`config.mk`:
```
export PLATFORM = sky130hd
export DESIGN_NAME = bcdudc_top
export DESIGN_NICKNAME = d
export VERILOG_FILES = /design/src/bcdudc_pkg.sv /design/src/bcdudc_rst_sync.sv /design/src/bcdudc_apb_dec.sv /design/src/bcdudc_top.sv
export SDC_FILE = /design/constraint.sdc
export NUM_CORES = 1
export LEC_CHECK = 0
export BUFFER_PORTS_ARGS = -buffer_cell sky130_fd_sc_hd__buf_2
export CAP_MARGIN = 25
export CORE_UTILIZATION = 50
export DETAILED_ROUTE_END_ITERATION = 10
export GPL_ROUTABILITY_DRIVEN = 1
export PLACE_DENSITY = 0.78
export RECOVER_POWER = 25
export SETUP_SLACK_MARGIN = 0.05
export SYNTH_ARGS = -nofsm -noshare
export SYNTH_HDL_FRONTEND = slang
export SYNTH_HIERARCHICAL = 1
export SYNTH_SLANG_ARGS = --single-unit
```
`constraint.sdc`:
```
create_clock -name CORE_CLK -period 3.53 [get_ports CORE_CLK]
set_input_delay 0.706 -clock CORE_CLK [delete_from_list [all_inputs] [get_ports CORE_CLK]]
set_output_delay 0.706 -clock CORE_CLK [all_outputs]
set_load 0.01 [all_outputs]
```
`src/bcdudc_pkg.sv`:
```
// Constants and carrier types of the BCD up/down decade counter
package bcdudc_pkg;

  // ************************************************************
  // Widths
  // ************************************************************
  localparam int CNT_W  = 4;
  localparam int APB_AW = 12;
  localparam int APB_DW = 32;
  localparam int WRAP_W = 16;
  localparam int CTL_W  = 8;
  localparam int STAT_W = 8;

  // ************************************************************
  // Decade limits, 8421 weighting
  // ************************************************************
  localparam logic [CNT_W-1:0] BCD_TOP = 4'h9;
  localparam logic [CNT_W-1:0] BCD_BOT = 4'h0;
  localparam logic [CNT_W-1:0] BCD_ONE = 4'h1;

  // ************************************************************
  // Register map (byte addresses) and fields
  // ************************************************************
  localparam logic [APB_AW-1:0] CTRL_OFF   = 12'h000;
  localparam logic [APB_AW-1:0] STATUS_OFF = 12'h004;
  localparam logic [APB_AW-1:0] WRAPS_OFF  = 12'h008;
  localparam int                CTRL_MODE_BIT = 8;
  localparam logic [CTL_W-1:0]  CTRL_CTL_RST  = 8'h50;
  localparam logic              CTRL_MODE_RST = 1'h0;
  localparam logic [WRAP_W-1:0] WRAPS_RST     = 16'h0000;
  localparam logic [WRAP_W-1:0] WRAPS_ONE     = 16'h0001;
  localparam logic [APB_DW-1:0] RDATA_RST     = 32'h0000_0000;

  // ************************************************************
  // Carrier types
  // ************************************************************
  // Counter controls, also the low byte of the control register
  typedef struct packed {
    logic             clk;
    logic             ce_n;
    logic             dir_dn;
    logic             load_n;
    logic [CNT_W-1:0] preset;
  } bcdudc_ctl_type;

  typedef struct packed {
    logic             load_act;
    logic             dir_dn;
    logic             rc_n;
    logic             tc;
    logic [CNT_W-1:0] count;
  } bcdudc_stat_type;

  typedef enum logic [1:0] {
    REG_CTRL,
    REG_STAT,
    REG_WRAPS,
    REG_NONE
  } bcdudc_reg_type;

  typedef struct packed {
    logic meta;
    logic sync;
  } bcdudc_rst_state_type;

  typedef struct packed {
    logic [CNT_W-1:0]  count;
    logic              clk_prev;
    logic              rc_n;
    logic              mode;
    bcdudc_ctl_type    sw;
    logic [WRAP_W-1:0] wraps;
    logic [APB_DW-1:0] prdata;
  } bcdudc_top_state_type;

  // One decade step; a code above nine goes up to zero, down to nine
  function automatic logic [CNT_W-1:0] bcd_step(
    input logic [CNT_W-1:0] cur,
    input logic             dn
  );
    logic [CNT_W-1:0] nxt;
    nxt = cur;
    if (!dn) begin
      nxt = (cur >= BCD_TOP) ? BCD_BOT : CNT_W'(cur + BCD_ONE);
    end else begin
      nxt = (cur == BCD_BOT || cur > BCD_TOP) ? BCD_TOP
                                              : CNT_W'(cur - BCD_ONE);
    end
    return nxt;
  endfunction : bcd_step

endpackage : bcdudc_pkg

```
`src/bcdudc_rst_sync.sv`:
```
// Reset release synchroniser for the decade counter
`timescale 1ns/10ps
module bcdudc_rst_sync (
  // Clock and raw reset
  input  wire logic clk,
  input  wire logic rst_n_in,
  // Released copy
  output logic      rst_n_out
);

  bcdudc_pkg::bcdudc_rst_state_type st_reg;
  bcdudc_pkg::bcdudc_rst_state_type st_next;

  always_comb begin
    st_next      = st_reg;
    st_next.meta = 1'h1;
    st_next.sync = st_reg.meta;
  end

  // Assert at once, release two edges later
  always_ff @(posedge clk or negedge rst_n_in) begin
    if (!rst_n_in) begin
      st_reg <= '0;
    end else begin
      st_reg <= st_next;
    end
  end

  assign rst_n_out = st_reg.sync;

endmodule : bcdudc_rst_sync

```
`src/bcdudc_apb_dec.sv`:
```
// APB slave handshake and address decode for the decade counter
`timescale 1ns/10ps
module bcdudc_apb_dec (
  // APB request
  input  wire logic                          psel,
  input  wire logic                          penable,
  input  wire logic                          pwrite,
  input  wire logic [bcdudc_pkg::APB_AW-1:0] paddr,
  // APB answer
  output logic                               pready,
  output logic                               pslverr,
  // Register side strobes
  output logic                               wr_stb,
  output logic                               rd_setup,
  output bcdudc_pkg::bcdudc_reg_type         reg_sel
);

  // Zero wait: read data is captured in the setup cycle
  always_comb begin
    unique case (paddr)
      bcdudc_pkg::CTRL_OFF:   reg_sel = bcdudc_pkg::REG_CTRL;
      bcdudc_pkg::STATUS_OFF: reg_sel = bcdudc_pkg::REG_STAT;
      bcdudc_pkg::WRAPS_OFF:  reg_sel = bcdudc_pkg::REG_WRAPS;
      default:                reg_sel = bcdudc_pkg::REG_NONE;
    endcase
  end

  assign pready   = psel && penable;
  assign pslverr  = pready && (reg_sel == bcdudc_pkg::REG_NONE);
  assign wr_stb   = pready && pwrite && !pslverr;
  assign rd_setup = psel && !penable && !pwrite;

endmodule : bcdudc_apb_dec

```
`src/bcdudc_top.sv`:
```
// BCD up/down decade counter with preset, terminal count and ripple clock
//
// Notes on behaviour
// - Load low shows preset at once
// - Load overrides enable, direction and clock
// - Enable high holds the count
// - Enabled count changes on clock rise only
// - Direction low counts up, high down
// - Terminal flag at nine up, zero down
// - Flag holds until state or direction changes
// - Ripple output rests high unless enabled
// - Ripple low in clock low phase
// - Terminal condition gates the ripple pulse
// - Count uses 8421 BCD weighting
//
// Our own choices: the address map and the APB interface to the registers.
`timescale 1ns/10ps
module bcdudc_top (
  // Clock and reset
  input  wire logic                          CORE_CLK,
  input  wire logic                          RST_N,
  // APB slave
  input  wire logic                          PSEL,
  input  wire logic                          PENABLE,
  input  wire logic                          PWRITE,
  input  wire logic [bcdudc_pkg::APB_AW-1:0] PADDR,
  input  wire logic [bcdudc_pkg::APB_DW-1:0] PWDATA,
  output logic      [bcdudc_pkg::APB_DW-1:0] PRDATA,
  output logic                               PREADY,
  output logic                               PSLVERR,
  // Counter pins
  input  wire logic                          COUNT_CLOCK,
  input  wire logic                          COUNT_ENABLE_N,
  input  wire logic                          DIR_DOWN,
  input  wire logic                          LOAD_STROBE_N,
  input  wire logic [bcdudc_pkg::CNT_W-1:0]  PRESET_INPUTS,
  output logic      [bcdudc_pkg::CNT_W-1:0]  COUNT_OUTPUTS,
  output logic                               TERMINAL_COUNT_FLAG,
  output logic                               RIPPLE_CLOCK_N
);

  // ************************************************************
  // Declarations
  // ************************************************************
  logic                              rst_n;
  logic                              wr_stb;
  logic                              rd_setup;
  bcdudc_pkg::bcdudc_reg_type        reg_sel;
  bcdudc_pkg::bcdudc_top_state_type  st_reg;
  bcdudc_pkg::bcdudc_top_state_type  st_next;
  bcdudc_pkg::bcdudc_ctl_type        pin_ctl;
  bcdudc_pkg::bcdudc_ctl_type        ctl;
  bcdudc_pkg::bcdudc_stat_type       stat;
  logic                              load_act;
  logic [bcdudc_pkg::CNT_W-1:0]      shown;
  logic                              tc;
  logic                              rise;
  logic                              step;
  logic                              wrap_evt;
  logic                              wraps_clr;

  // ************************************************************
  // Reset release and bus decode
  // ************************************************************
  bcdudc_rst_sync u_rst (
    .clk       (CORE_CLK),
    .rst_n_in  (RST_N),
    .rst_n_out (rst_n)
  );

  bcdudc_apb_dec u_apb (
    .psel     (PSEL),
    .penable  (PENABLE),
    .pwrite   (PWRITE),
    .paddr    (PADDR),
    .pready   (PREADY),
    .pslverr  (PSLVERR),
    .wr_stb   (wr_stb),
    .rd_setup (rd_setup),
    .reg_sel  (reg_sel)
  );

  // ************************************************************
  // Control source
  // ************************************************************
  // Pins are sampled on the core clock, so the far end keeps them
  // steady around each core edge as it would around the count edge
  assign pin_ctl.clk    = COUNT_CLOCK;
  assign pin_ctl.ce_n   = COUNT_ENABLE_N;
  assign pin_ctl.dir_dn = DIR_DOWN;
  assign pin_ctl.load_n = LOAD_STROBE_N;
  assign pin_ctl.preset = PRESET_INPUTS;

  // Software mode lets a host drive the counter with no pins wired
  assign ctl = st_reg.mode ? st_reg.sw : pin_ctl;

  // ************************************************************
  // Counter decode
  // ************************************************************
  assign load_act = !ctl.load_n;
  // Load bypasses the flops so the preset shows without any edge
  assign shown    = load_act ? ctl.preset : st_reg.count;

  // Pure decode of shown value and direction: it stays high until
  // either of them moves, and may spike while they settle
  assign tc = (!ctl.dir_dn && (shown == bcdudc_pkg::BCD_TOP)) ||
              (ctl.dir_dn && (shown == bcdudc_pkg::BCD_BOT));

  assign rise     = ctl.clk && !st_reg.clk_prev;
  assign step     = !load_act && !ctl.ce_n && rise;
  assign wrap_evt = step && tc;
  assign wraps_clr = wr_stb && (reg_sel == bcdudc_pkg::REG_WRAPS);

  assign stat.load_act = load_act;
  assign stat.dir_dn   = ctl.dir_dn;
  assign stat.rc_n     = st_reg.rc_n;
  assign stat.tc       = tc;
  assign stat.count    = shown;

  // ************************************************************
  // Next state
  // ************************************************************
  always_comb begin
    st_next          = st_reg;
    // Tracked through loads too, so release never fakes an edge
    st_next.clk_prev = ctl.clk;

    if (load_act) begin
      st_next.count = ctl.preset;
    end else if (step) begin
      st_next.count = bcdudc_pkg::bcd_step(st_reg.count,
                                           ctl.dir_dn);
    end

    // Low only while enabled, at terminal, with the clock low
    st_next.rc_n = !(!ctl.ce_n && tc && !ctl.clk);

    // A wrap in the clearing cycle is kept as one
    if (wraps_clr) begin
      st_next.wraps = wrap_evt ? bcdudc_pkg::WRAPS_ONE
                               : bcdudc_pkg::WRAPS_RST;
    end else if (wrap_evt) begin
      st_next.wraps = bcdudc_pkg::WRAP_W'(st_reg.wraps +
                                          bcdudc_pkg::WRAPS_ONE);
    end

    if (wr_stb && (reg_sel == bcdudc_pkg::REG_CTRL)) begin
      st_next.mode = PWDATA[bcdudc_pkg::CTRL_MODE_BIT];
      st_next.sw   = PWDATA[bcdudc_pkg::CTL_W-1:0];
    end

    if (rd_setup) begin
      st_next.prdata = bcdudc_pkg::RDATA_RST;
      unique case (reg_sel)
        bcdudc_pkg::REG_CTRL: begin
          st_next.prdata[bcdudc_pkg::CTRL_MODE_BIT] = st_reg.mode;
          st_next.prdata[bcdudc_pkg::CTL_W-1:0]     = st_reg.sw;
        end
        bcdudc_pkg::REG_STAT: begin
          st_next.prdata[bcdudc_pkg::STAT_W-1:0] = stat;
        end
        bcdudc_pkg::REG_WRAPS: begin
          st_next.prdata[bcdudc_pkg::WRAP_W-1:0] = st_reg.wraps;
        end
        bcdudc_pkg::REG_NONE: begin
          st_next.prdata = bcdudc_pkg::RDATA_RST;
        end
      endcase
    end
  end

  // ************************************************************
  // State register
  // ************************************************************
  always_ff @(posedge CORE_CLK or negedge rst_n) begin
    if (!rst_n) begin
      st_reg.count    <= bcdudc_pkg::BCD_BOT;
      st_reg.clk_prev <= 1'h0;
      st_reg.rc_n     <= 1'h1;
      st_reg.mode     <= bcdudc_pkg::CTRL_MODE_RST;
      st_reg.sw       <= bcdudc_pkg::CTRL_CTL_RST;
      st_reg.wraps    <= bcdudc_pkg::WRAPS_RST;
      st_reg.prdata   <= bcdudc_pkg::RDATA_RST;
    end else begin
      st_reg <= st_next;
    end
  end

  // ************************************************************
  // Outputs
  // ************************************************************
  assign COUNT_OUTPUTS       = shown;
  assign TERMINAL_COUNT_FLAG = tc;
  assign RIPPLE_CLOCK_N      = st_reg.rc_n;
  assign PRDATA              = st_reg.prdata;

  // ************************************************************
  // Assertions
  // ************************************************************
  a_load_shows_preset: assert property (
    @(posedge CORE_CLK) disable iff (!rst_n)
    !ctl.load_n |-> COUNT_OUTPUTS == ctl.preset)
    else $error("load does not show preset at once");

  a_load_keeps_preset: assert property (
    @(posedge CORE_CLK) disable iff (!rst_n)
    (!ctl.load_n && !ctl.ce_n && rise)
      |=> st_reg.count == $past(ctl.preset))
    else $error("counting acted during load");

  a_hold_disabled: assert property (
    @(posedge CORE_CLK) disable iff (!rst_n)
    (ctl.load_n && ctl.ce_n)[*2] |-> $stable(COUNT_OUTPUTS))
    else $error("count moved while disabled");

  a_no_edge_hold: assert property (
    @(posedge CORE_CLK) disable iff (!rst_n)
    (ctl.load_n && !rise) ##1 ctl.load_n
      |-> $stable(COUNT_OUTPUTS))
    else $error("count moved without a clock rise");

  a_up_one_step: assert property (
    @(posedge CORE_CLK) disable iff (!rst_n)
    (step && !ctl.dir_dn && st_reg.count < bcdudc_pkg::BCD_TOP)
      ##1 ctl.load_n
      |-> COUNT_OUTPUTS == $past(st_reg.count) + bcdudc_pkg::BCD_ONE)
    else $error("up count not one more");

  a_down_one_step: assert property (
    @(posedge CORE_CLK) disable iff (!rst_n)
    (step && ctl.dir_dn && st_reg.count != bcdudc_pkg::BCD_BOT &&
     st_reg.count <= bcdudc_pkg::BCD_TOP) ##1 ctl.load_n
      |-> COUNT_OUTPUTS == $past(st_reg.count) - bcdudc_pkg::BCD_ONE)
    else $error("down count not one less");

  a_wrap_up: assert property (
    @(posedge CORE_CLK) disable iff (!rst_n)
    (step && !ctl.dir_dn && st_reg.count == bcdudc_pkg::BCD_TOP)
      |=> st_reg.count == bcdudc_pkg::BCD_BOT)
    else $error("nine up did not wrap to zero");

  a_wrap_down: assert property (
    @(posedge CORE_CLK) disable iff (!rst_n)
    (step && ctl.dir_dn && st_reg.count == bcdudc_pkg::BCD_BOT)
      |=> st_reg.count == bcdudc_pkg::BCD_TOP)
    else $error("zero down did not wrap to nine");

  a_tc_mid_low: assert property (
    @(posedge CORE_CLK) disable iff (!rst_n)
    (COUNT_OUTPUTS > bcdudc_pkg::BCD_BOT &&
     COUNT_OUTPUTS < bcdudc_pkg::BCD_TOP) |-> !TERMINAL_COUNT_FLAG)
    else $error("terminal flag high mid decade");

  a_tc_holds: assert property (
    @(posedge CORE_CLK) disable iff (!rst_n)
    (TERMINAL_COUNT_FLAG ##1 ($stable(COUNT_OUTPUTS) &&
                              $stable(ctl.dir_dn)))
      |-> TERMINAL_COUNT_FLAG)
    else $error("terminal flag dropped with no change");

  a_rc_rests_high: assert property (
    @(posedge CORE_CLK) disable iff (!rst_n)
    (ctl.ce_n || !TERMINAL_COUNT_FLAG) |=> RIPPLE_CLOCK_N)
    else $error("ripple output low while not enabled");

  a_rc_pulse: assert property (
    @(posedge CORE_CLK) disable iff (!rst_n)
    (!ctl.ce_n && TERMINAL_COUNT_FLAG && !ctl.clk)
      |=> !RIPPLE_CLOCK_N)
    else $error("ripple pulse shape wrong");

  a_bcd_stays_valid: assert property (
    @(posedge CORE_CLK) disable iff (!rst_n)
    (step && st_reg.count <= bcdudc_pkg::BCD_TOP)
      |=> st_reg.count <= bcdudc_pkg::BCD_TOP)
    else $error("count left the decade");

  a_apb_answer: assert property (
    @(posedge CORE_CLK) disable iff (!rst_n)
    (PSEL && !PENABLE) ##1 (PSEL && PENABLE) |-> PREADY)
    else $error("access phase not answered at once");

  a_rc_back_high: assert property (
    @(posedge CORE_CLK) disable iff (!rst_n)
    ctl.clk |=> RIPPLE_CLOCK_N)
    else $error("ripple output not high after clock rise");

  a_tc_up_nine: assert property (
    @(posedge CORE_CLK) disable iff (!rst_n)
    (!ctl.dir_dn && COUNT_OUTPUTS == bcdudc_pkg::BCD_TOP)
      |-> TERMINAL_COUNT_FLAG)
    else $error("terminal flag low at nine counting up");

  a_tc_down_zero: assert property (
    @(posedge CORE_CLK) disable iff (!rst_n)
    (ctl.dir_dn && COUNT_OUTPUTS == bcdudc_pkg::BCD_BOT)
      |-> TERMINAL_COUNT_FLAG)
    else $error("terminal flag low at zero counting down");

  a_tc_up_zero_low: assert property (
    @(posedge CORE_CLK) disable iff (!rst_n)
    (!ctl.dir_dn && COUNT_OUTPUTS == bcdudc_pkg::BCD_BOT)
      |-> !TERMINAL_COUNT_FLAG)
    else $error("terminal flag high at zero counting up");

  a_dir_flips_tc: assert property (
    @(posedge CORE_CLK) disable iff (!rst_n)
    (COUNT_OUTPUTS == bcdudc_pkg::BCD_BOT && $stable(COUNT_OUTPUTS) &&
     $changed(ctl.dir_dn)) |-> $changed(TERMINAL_COUNT_FLAG))
    else $error("direction change left terminal flag alone");

  a_load_sets_flop: assert property (
    @(posedge CORE_CLK) disable iff (!rst_n)
    !ctl.load_n |=> st_reg.count == $past(ctl.preset))
    else $error("load did not reach the count flops");

  a_enabled_moves: assert property (
    @(posedge CORE_CLK) disable iff (!rst_n)
    (step ##1 ctl.load_n) |-> $changed(COUNT_OUTPUTS))
    else $error("enabled clock rise left count alone");

  a_ripple_needs_tc: assert property (
    @(posedge CORE_CLK) disable iff (!rst_n)
    !RIPPLE_CLOCK_N |-> $past(TERMINAL_COUNT_FLAG) && !$past(ctl.ce_n))
    else $error("ripple pulse without terminal count");

  a_wraps_tally: assert property (
    @(posedge CORE_CLK) disable iff (!rst_n)
    (wrap_evt && !wraps_clr) |=>
      st_reg.wraps == $past(st_reg.wraps) + bcdudc_pkg::WRAPS_ONE)
    else $error("wrap counter did not advance");

  a_wraps_cleared: assert property (
    @(posedge CORE_CLK) disable iff (!rst_n)
    (wraps_clr && !wrap_evt) |=> st_reg.wraps == bcdudc_pkg::WRAPS_RST)
    else $error("wrap counter not cleared by write");

  a_ctrl_mode_write: assert property (
    @(posedge CORE_CLK) disable iff (!rst_n)
    (wr_stb && reg_sel == bcdudc_pkg::REG_CTRL) |=>
      st_reg.mode == $past(PWDATA[bcdudc_pkg::CTRL_MODE_BIT]))
    else $error("control write did not set the mode");

  a_unmapped_reads_zero: assert property (
    @(posedge CORE_CLK) disable iff (!rst_n)
    (rd_setup && reg_sel == bcdudc_pkg::REG_NONE) |=>
      PRDATA == bcdudc_pkg::RDATA_RST)
    else $error("unmapped read returned data");

endmodule : bcdudc_top

```
Word level (Yosys, flattened, before mapping):

Cells that the tools add are included.

* $add $sub $neg: 3
* $lt $le $gt $ge: 2
* equal/unequal tests: 7
* multiplexer cells: 14
* reductions and logical operators: 32

Operators by type and width (count)
* $mux 16: 2
* $pmux 8 s4: 1
* $mux 4: 6
* $add 16x1->16 const B: 1
* $logic_and 1x1->1: 16
* $eq 12x3->1 const B: 1
* $eq 12x4->1 const B: 1
* $logic_not 12->1: 1
* $logic_not 1->1: 9
* $logic_not 4->1: 2
* $mux 8: 1
* $mux 7: 1
* $pmux 2 s3: 1
* $add 4x1->4 const B: 1
* $eq 2x2->1 const B: 2
* $eq 4x4->1 const B: 1
* $ge 4x4->1 const B: 1
* $gt 4x4->1 const B: 1
* $sub 4x1->4 const B: 1
* $eq 2x1->1 const B: 1
* $logic_not 2->1: 1
* $logic_or 1x1->1: 2
* $ne 2x1->1 const B: 1
* $pmux 1 s2: 1
* 2 further kinds: 2

* bits in registers: 49
* input port bits: 57
* output and inout bits: 40
* word-level logic and storage cells: 71

Depth between registers and ports, before layout:

Gate-level depths: netlist of the first run.

* depth in word-level cells: 8
* depth in mapped cells: 8

By module:

The synthesis of the first run kept the hierarchy.

By module, submodules not included
* bcdudc_top: instances 1, cells an instance 321, area each 2964.1 um^2, seq. area each 1179.9 um^2
* bcdudc_apb_dec: instances 1, cells an instance 11, area each 86.3 um^2, seq. area each 0.0 um^2
* bcdudc_rst_sync: instances 1, cells an instance 3, area each 53.8 um^2, seq. area each 50.0 um^2

Least setup slack after synthesis of the first run:

Ideal clock, no wire load.

* path kind: input -> register
* start: input port PADDR[7] (netlist name)
* end: register st_reg[48] (netlist name)
* setup time: 0.125 ns
* arrival time: 2.402 ns
* required time: 3.405 ns
* setup slack: 1.003 ns
* cell stages on the path: 7
* buffers on the path: 2
* path through: nor4_2 -> nand3_1 -> or2_1 -> clkbuf_1 -> nor3b_1 -> clkbuf_1 -> mux2_2

* cells in the longest elaborated chain, start to end: 7
* elaborated cells between the ends (all ways): 10
* classes of those cells: eq/ne (3); mux (1); reduce/logical (6)

RTL lines
* start, declared: line bcdudc_top.sv:26 `input wire logic [bcdudc_pkg::APB_AW-1:0] PADDR,`
* $eq 12x4->1, or another cell as far along: line bcdudc_apb_dec.sv:20 `unique case (paddr)`
* $pmux 2 s3 (*): line bcdudc_apb_dec.sv:20
* via reg_sel[1]: line bcdudc_top.sv:48 `bcdudc_pkg::bcdudc_reg_type reg_sel;`
* $eq 2x2->1: line bcdudc_apb_dec.sv:29 `assign pslverr = pready && (reg_sel == bcdudc_pkg::REG_NONE);`
* $logic_and 1x1->1: line bcdudc_apb_dec.sv:29
* $logic_not 1->1: line bcdudc_apb_dec.sv:30 `assign wr_stb = pready && pwrite && !pslverr;`
* $logic_and 1x1->1: line bcdudc_apb_dec.sv:30
* $logic_and 1x1->1 (*): line bcdudc_top.sv:147 `if (wr_stb && (reg_sel == bcdudc_pkg::REG_CTRL)) begin`
* end signal, assigned: line bcdudc_top.sv:185 `st_reg <= st_next;`
* end, declared: line bcdudc_top.sv:49 `bcdudc_pkg::bcdudc_top_state_type st_reg;`

The timed path passes the listed nets; every way through them passes the cells marked *.
A chain may end at the register's enable or synchronous reset.

Worst setup path after layout of the first run:

* start: register st_reg[56] (netlist name)
* end: output port TERMINAL_COUNT_FLAG

* cells in the longest elaborated chain, start to end: 5
* elaborated cells between the ends (all ways): 8
* classes of those cells: eq/ne (1); mux (2); reduce/logical (5)

RTL lines
* $mux 8 (*): line bcdudc_top.sv:95 `assign ctl = st_reg.mode ? st_reg.sw : pin_ctl;`
* $mux 4: line bcdudc_top.sv:102 `assign shown = load_act ? ctl.preset : st_reg.count;`
* $eq 4x4->1 or $logic_not 4->1 (tied branches): line bcdudc_top.sv:106, bcdudc_top.sv:107
* $logic_and 1x1->1, on equally long branches: line bcdudc_top.sv:106, bcdudc_top.sv:107
* $logic_or 1x1->1 (*): line bcdudc_top.sv:106 `assign tc = (!ctl.dir_dn && (shown == bcdudc_pkg::BCD_TOP)) ||`
* end, declared: line bcdudc_top.sv:38 `output logic TERMINAL_COUNT_FLAG,`

Every way passes the cells marked *; elsewhere a longest branch is shown, timed or not.

==> results of run 1 <==
final cells by class:
| cell class | count | area [um^2] | area share [%] |
|---|---|---|---|
| clock buffer | 5 | 68.8 | 2.06 |
| sequential | 49 | 1230 | 36.7 |
| timing repair buffer | 61 | 310 | 9.27 |
| clock inverter | 3 | 25.0 | 0.748 |
| tap | 75 | 93.8 | 2.80 |
| multi-input combinational | 242 | 1570 | 46.9 |
| inverter | 13 | 48.8 | 1.46 |
metrics by stage:
stage / setup WS [ns] / instance area, um^2 / utilization (%) / hold WS (ns) / total power (W)
3_5_place_dp: 0.678 / 3250 / 54.6 / 0.344 / 0.000819
4_1_cts: 0.521 / 3350 / 56.2 / 0.151 / 0.00117
3_3_place_gp: 0.712 / 3250 / 54.6 / 0.336 / 0.000810
6_report: 0.504 / 3350 / 56.2 / 0.165 / 0.00116
2_1_floorplan: 1.00 / 3160 / - / 0.331 / 0.000783
5_1_grt: 0.330 / 3350 / 56.2 / 0.152 / 0.00122
critical path, cell delays in order, from the launching register on:
cell     delay [ns]
dfrtp_1        0.91
mux2i_1        0.29
nor2_1         0.38
o21a_1         0.27
buf_2          0.17
report_power, final:
part | internal (W) | leakage [nW] | switching [W]
Sequential | 0.000591 | 0.629 | 0.0000343
Combinational | 0.0000759 | 0.846 | 0.000106
Clock | 0.000143 | 0.0447 | 0.000206
cell usage in the layout, fill, tap and decap left out, types with 4 or more instances in the layout:
cell / Yosys / final
a21oi_1: 32 / 32
and2_1: 5 / 5
buf_2: 1 / 56
clkbuf_8: 0 / 5
conb_1: 2 / 17
dfrtp_1: 46 / 46
ha_1: 4 / 4
inv_1: 13 / 13
mux2_2: 13 / 13
mux2i_1: 23 / 23
nand2_1: 17 / 17
nand3_1: 14 / 14
nor2_1: 26 / 26
nor3_1: 6 / 6
o21a_1: 8 / 8
o21ai_0: 22 / 22
or3_1: 9 / 9
cell usage after synthesis (all sizes together):
master,number
o21ai,22
or4,2
nand3,14
a2111oi,1
a211o,1
o22ai,3
mux2,13
nand2,17
nand3b,3
xnor2,1
o2111ai,2
nand4,3
nor4,3
or2,2
clkbuf,9
o211ai,2
a22oi,1
nor3b,4
ha,4
and3,2
or3,9
a31oi,3
mux2i,25
dfstp,3
o31ai,2
dfrtp,46
and4,1
a21oi,32
a211oi,3
and4bb,1
inv,13
nor3,6
and2,5
buf,37
xor2,1
o21bai,1
nor2b,2
nor2,26
o21a,8
conb,2
per-layer routing:
layer / wire (um) / vias up / GRT usage [%]
li1: - / 1210 / -
met5: 0 / - / 0
met3: 389 / 5 / 5.39
met2: 3130 / 85 / 34.8
met4: 67 / 0 / 6.43
met1: 2860 / 1182 / 28.5
worst paths after layout:
check | slack (ns) | to | startpoint
max | 0.50 | TERMINAL_COUNT_FLAG | st_reg[56]
min | 0.16 | u_rst/rst_n_out | RST_N
min in group CORE_CLK | 0.36 | u_rst/rst_n_out | u_rst/st_next[0]
max in group asynchronous | 1.26 | st_reg[59] | u_rst/rst_n_out
min reg2reg | 0.25 | st_reg[36] | u_rst/rst_n_out
max reg2reg | 0.75 | st_reg[40] | st_reg[56]
logic make-up (layout without fill, tap and decap cells):
group,Yosys count,after routing,share of synthesized area [%]
and+or+nand+nor,100,100,17.0
AOI/OAI and AO/OA,81,81,16.1
buffers and inverters,59,82,11.8
DFF,49,49,39.6
muxes,38,38,13.0
adders and majority gates,4,4,1.61
other,2,17,0.242
xor gates and xnor gates,2,2,0.564
==> impl_summary.txt, run 1 <==
----------------------------------------------------
[Run status]
  Outcome ... finished with violations
  Violations in the final reports ... capacitance limit, slew limit

[Clocking]
  Latest clock arrival within the worst-skew pair ... 0.32 ns
  Number of buffers added for setup after CTS ... 0
  Post-CTS clock slew at the launch and capture registers of the worst setup and hold paths ... 0.09 ns
  PostCTS Resize Cnt ... 0
  Hold buffers post-CTS ... 0
  CTS Buf Count ... 5
  Maximum clock insertion buffer count ... 2
  CTS tree ... done
  H-tree depth ... 2
  Root buffer cell ... clkbuf_8
  Sink count of the clock tree ... 49

[Global routing]
  Maximum number of pins on one net before global-route repair ... 48
  Congestion Overflow GR ... 0
  Global-route wire length before repair ... 10700 um
  Number of global-route vias before repair ... 2239
  GR Util All Layers ... 21.6%
  Initial antenna violation count ... 0

[Synthesis]
  Top cells by area, synth ... dfrtp_1 (37%), buf_4 (7.7%), mux2i_1 (7.4%)
  Cell count after synthesis ... 335
  Part of the Yosys area used for sequential elements ... 39.6%
  Synth Warn # ... 6
  #FFs+latches synth ... 49
  Average cell area after synthesis ... 9.27 um^2
  Post-synth top area cell ... dfrtp_1
  Area share of the largest cell type after synthesis ... 37.1%
  Syn Std Cell Area ... 3100 um^2
  Synth cell types ... 48

[Timing]
  Final-report setup violation count ... 0
  Slew at the pin closest to its max-slew limit ... 1.73 ns
  Setup TNS ... 0 ns
  Time the final worst path needs with I/O delays and setup ... 3.03 ns
  Post-route clock skew ... 0.0145 ns
  Fmax ... 0.330 GHz
  Count of final max-slew check failures ... 34
  Ratio of final minimum period to clock period ... 85.7%
  RSZ-0062 raised after global routing ... no
  Final number of hold-violating endpoints ... 0
  Max-Slew Margin vs Limit ... -15.6%

[Critical path]
  Start-to-end type of the worst setup path ... reg2out
  WP data arrival ... 2.32 ns
  Depth of the worst register-to-register path ... 5
  Kind of end point of the critical path ... primary output
  Critical Path Fanout Max ... 21
  Critical path required time ... 2.82 ns
  Crit path launch type ... flip-flop

[Route]
  Aggregate routed wire length ... 6450 um
  DR vias ... 2482
  Vias per cell ... 5.54
  Residual DRC ... 0
  Drt first-iter violations ... 112
  Detailed Routing Iterations Pass 1 ... 4
  Post-detailed-route count of antenna-violating nets ... 0
  Post-detailed-route wirelength per cell ... 14.4 um

[Floorplan]
  I/O pin cnt ... 97
  Starting density of the core ... 52.1%
  Vertical die dimension ... 80.8 um
  Total die area ... 6530 um^2
  Area of the core ... 5960 um^2
  Num rows ... 28
  Chip Width ... 80.8 um

[Placed design]
  DPL Wire Length ... 4810 um
  Final weighted congestion of routability-driven global placement ... 0.809
  Cell Count Post-Placement ... 439
  Input/output buffers ... 57

[Layout]
  Share of final-layout standard cells stronger than drive strength 1 ... 25.2%
  Fin cells ... 448
  ANT cells ... 0
  Largest register FFs ... 30
  Fill count ... 554
  Layout overhead on the synthesized area ... 7.82%
  Number of nets in the finished design ... 433

[Power]
  Total power per unit cell area ... 346 nW/um^2
  IR Drop Worst-Case VDD ... 0.183 mV
  Static Leakage ... 1.52 nW

[Hold path]
  Type of the most critical hold path ... in2async

[Run]
  Max-cap violations ... 1

----------------------------------------------------
(Power assumes the default switching activity.)
==> run 2, diff against run 1 <==
--- a/config.mk
+++ b/config.mk
@@ -5,6 +5,7 @@
 export SDC_FILE = /design/constraint.sdc
 export NUM_CORES = 1
 export LEC_CHECK = 0
+export ABC_AREA = 1
 export BUFFER_PORTS_ARGS = -buffer_cell sky130_fd_sc_hd__buf_2
 export CAP_MARGIN = 25
 export CORE_UTILIZATION = 50
==> constraint.sdc (replaced) <==
create_clock -name CORE_CLK -period 3 [get_ports CORE_CLK]
set_input_delay 0.6 -clock CORE_CLK [delete_from_list [all_inputs] [get_ports CORE_CLK]]
set_output_delay 0.6 -clock CORE_CLK [all_outputs]
set_load 0.01 [all_outputs]
==> impl_summary.txt, run 2 <==
----------------------------------------------------
[Run status]
  Outcome ... finished clean

[Floorplan]
  I/O pin cnt ... 97 (unchanged)
  Chip Width ... 83.4 um (+3.3%)
  Total die area ... 6960 um^2 (+6.6%)
  Area of the core ... 6390 um^2 (+7.2%)
  Num rows ... 29 (+3.6%)
  Vertical die dimension ... 83.4 um (+3.3%)
  Starting density of the core ... 51.9% (-0.20 points)

[Global routing]
  Met3 Track Usage GR ... 3.28% (-2.1 points)
  Global-route wire length before repair ... 12200 um (+14%)
  Met2 track utilization from global routing ... 36.4% (+1.5 points)
  Congestion Overflow GR ... 0 (unchanged)
  Most utilized layer in the global route result ... met2
  Number of global-route vias before repair ... 2646 (+18%)
  Initial antenna violation count ... 0 (unchanged)
  GR Util All Layers ... 21.7% (+0.10 points)
  Met1 Resource Use GR ... 28.6% (+0.031 points)
  Maximum number of pins on one net before global-route repair ... 48 (unchanged)

[Timing]
  Max-Slew Margin vs Limit ... 15.4% (+31 points)
  Setup TNS ... 0 ns (unchanged)
  RSZ-0062 raised after global routing ... no
  Post-route clock skew ... 0.0111 ns (-0.00333 ns)
  Ratio of final minimum period to clock period ... 92.5%
  Final number of hold-violating endpoints ... 0 (unchanged)
  Count of final max-slew check failures ... 0 (-100%)
  Slew at the pin closest to its max-slew limit ... 1.27 ns (-0.464 ns)
  Time the final worst path needs with I/O delays and setup ... 2.78 ns
  Slack of the critical path ... 0.224 ns (-0.280 ns)
  Final-report setup violation count ... 0 (unchanged)
  Fmax ... 0.360 GHz

[Power]
  Net Sw Frac ... 24.3% (-5.6 points)
  Switching Power ... 0.000313 W (-9.6%)
  Power consumption ... 0.00129 W (+11%)
  Total power per unit cell area ... 358 nW/um^2 (+3.5%)
  IR Drop Worst-Case VDD ... 0.251 mV (+37%)
  Share of total power in the clock network ... 37.6% (+7.4 points)
  Cell internal power dissipation ... 0.000974 W (+20%)
  Static Leakage ... 1.98 nW (+30%)
  Portion of total power attributed to combinational logic ... 8.2% (-7.6 points)
  Sequential share of power ... 54.2% (about the same)

[Synthesis]
  Top cells by area, synth ... dfrtp_1 (35%), nand2_1 (11%), buf_4 (7.2%)
  Average cell area after synthesis ... 7.97 um^2 (-14%)
  Dominant cell by count in the synthesized netlist ... nand2_1
  Synth Warn # ... 6 (unchanged)
  Share of synthesized registers carrying an async set or reset ... 100% (unchanged)
  Most used flip-flop cell after synthesis ... dfrtp_1
  Most common library cells after synthesis ... nand2_1 (98), dfrtp_1 (46), nand3_1 (46)
  Area share of the largest cell type after synthesis ... 34.7% (-2.4 points)
  Part of the Yosys area used for sequential elements ... 37.1% (-2.5 points)
  Synth cell types ... 42 (-13%)
  Post-synth EDFFs ... 0 (unchanged)
  Cell count after synthesis ... 416 (+24%)
  Post-synth top area cell ... dfrtp_1
  #FFs+latches synth ... 49 (unchanged)
  Syn Std Cell Area ... 3320 um^2 (+6.8%)

[Route]
  Post-detailed-route count of antenna-violating nets ... 0 (unchanged)
  Vias per cell ... 5.15 (-7.1%)
  Drt first-iter violations ... 170 (+52%)
  Post-detailed-route wirelength per cell ... 12.9 um (-10%)
  DR vias ... 2748 (+11%)
  Detailed Routing Iterations Pass 1 ... 4 (unchanged)
  Aggregate routed wire length ... 6880 um (+6.7%)
  Residual DRC ... 0 (unchanged)

[Critical path]
  R2R Path Start ... st_reg[56]
  Kind of end point of the critical path ... primary output
  Start-to-end type of the worst setup path ... reg2out
  WP data arrival ... 2.18 ns (-0.14 ns)
  Critical path required time ... 2.40 ns (-0.42 ns)
  Crit path launch type ... flip-flop
  Critical Path Fanout Max ... 11 (-48%)
  Launch point of the critical path ... st_reg[56]

[Clocking]
  Maximum clock insertion buffer count ... 2 (unchanged)
  Post-CTS clock slew at the launch and capture registers of the worst setup and hold paths ... 0.10 ns (about the same)
  Sink count of the clock tree ... 49 (unchanged)
  H-tree depth ... 2 (unchanged)
  Root buffer cell ... clkbuf_8
  Latest clock arrival within the worst-skew pair ... 0.31 ns (about the same)
  Hold buffers post-CTS ... 0 (unchanged)
  CTS Buf Count ... 5 (unchanged)
  Number of buffers added for setup after CTS ... 0 (unchanged)
  PostCTS Resize Cnt ... 0 (unchanged)
  CTS tree ... done

[Layout]
  Number of nets in the finished design ... 517 (+19%)
  Share of final-layout standard cells stronger than drive strength 1 ... 25.6% (+0.40 points)
  Layout overhead on the synthesized area ... 8.49%
  Storage element area ... 1230 um^2 (unchanged)
  Most frequent cells in the layout ... nand2_1 (98), buf_2 (56), dfrtp_1 (46), nand3_1 (46), nor2_1 (33)
  Largest register FFs ... 30 (unchanged)
  Fill count ... 598 (+7.9%)
  Multi-input combinational cell area ... 1690 um^2 (+7.9%)
  ANT cells ... 0 (unchanged)
  Final design instance area without fill ... 3600 um^2 (+7.5%)
  Most common cell after layout, fill and taps aside ... nand2_1

[Placed design]
  Input/output buffers ... 57 (unchanged)
  Setup WS pre-CTS ... 0.574 ns (-0.104 ns)
  Placed instance area ... 3480 um^2 (+7.1%)
  DPL Wire Length ... 5240 um (+8.8%)
  Final weighted congestion of routability-driven global placement ... 0.867 (+7.1%)

[Run]
  Max-cap violations ... 0 (-1)

[Hold path]
  Type of the most critical hold path ... in2async

----------------------------------------------------
run 2: cell count changes in the layout (fill, tap and decap cells not counted), sizes merged, moves of 6 or more:
cell	before	now
mux2i	25	0
o21a	8	0
xor2	1	13
mux2	13	7
nand2	17	116
nor2	26	40
o21ai	22	13
nand3	14	49
a21oi	32	12
inv	14	39
or3	9	0
run 2: layout make-up:
type                       instances  share of cell area [%]
tap                               77                    2.68
clock buffer                       5                    1.91
clock inverter                     3                    1.22
multi-input combinational        299                    47.1
inverter                          39                    4.07
timing repair buffer              62                    8.83
sequential                        49                    34.2
run 2: routing by layer:
metal | routed length, um | up-vias | share of wire, %
met1 | 2980 | 1266 | 43
met3 | 370 | 11 | 5.4
met4 | 105 | 0 | 1.5
li1 | - | 1372 | -
met2 | 3420 | 99 | 50
met5 | 0 | - | 0
run 2: cells by family after synthesis:
kind of cell	Yosys count	share of synthesized area, %
AO/OA/AOI/OAI	37	6.91
flip-flops	49	37.1
XOR/XNOR	16	4.23
other	2	0.226
AND/OR/NAND/NOR	218	34.0
multiplexers	7	2.38
buffers and inverters	83	13.7
adder cells (fa/ha/maj)	4	1.51
run 2: path summary, 6_finish.rpt:
check	endpoint	slack, ns	depth (start not counted)
worst max-delay path	TERMINAL_COUNT_FLAG	0.22	9
worst min-delay path	u_rst/rst_n_out	0.05	1
worst max register to register	st_reg[32]	0.86	9
worst min register to register	u_rst/rst_n_out	0.36	0
max in group asynchronous	PRDATA[0]	0.93	1
min in group CORE_CLK	u_rst/rst_n_out	0.36	0
run 2: critical path: stages, from the launching register on:
cell and delay, ns:
dfrtp_1 0.70, inv_2 0.20, nand2_4 0.17, nand2_8 0.09, nand2_2 0.10, nand2_4 0.09
nor2_8 0.15, nand3_4 0.12, inv_1 0.11, buf_2 0.14
run 2: power groups by stage:
stage               sequential [W]  combinational (W)  clock [W]
floorplan                 0.000710          0.0000929          0
global placement          0.000717          0.0000970          0
detailed placement        0.000718          0.0000992          0
CTS                       0.000706          0.0000997   0.000495
global route              0.000702           0.000118   0.000521
finish                    0.000698           0.000105   0.000484
run 2: metrics by stage:
stage | utilization, % | hold WS [ns] | cells
2_1_floorplan | - | 0.304 | 431
3_3_place_gp | 54.5 | 0.337 | 525
3_5_place_dp | 54.5 | 0.346 | 525
4_1_cts | 56.3 | 0.0451 | 533
5_1_grt | 56.3 | 0.0485 | 534
6_report | 56.3 | 0.0505 | 534
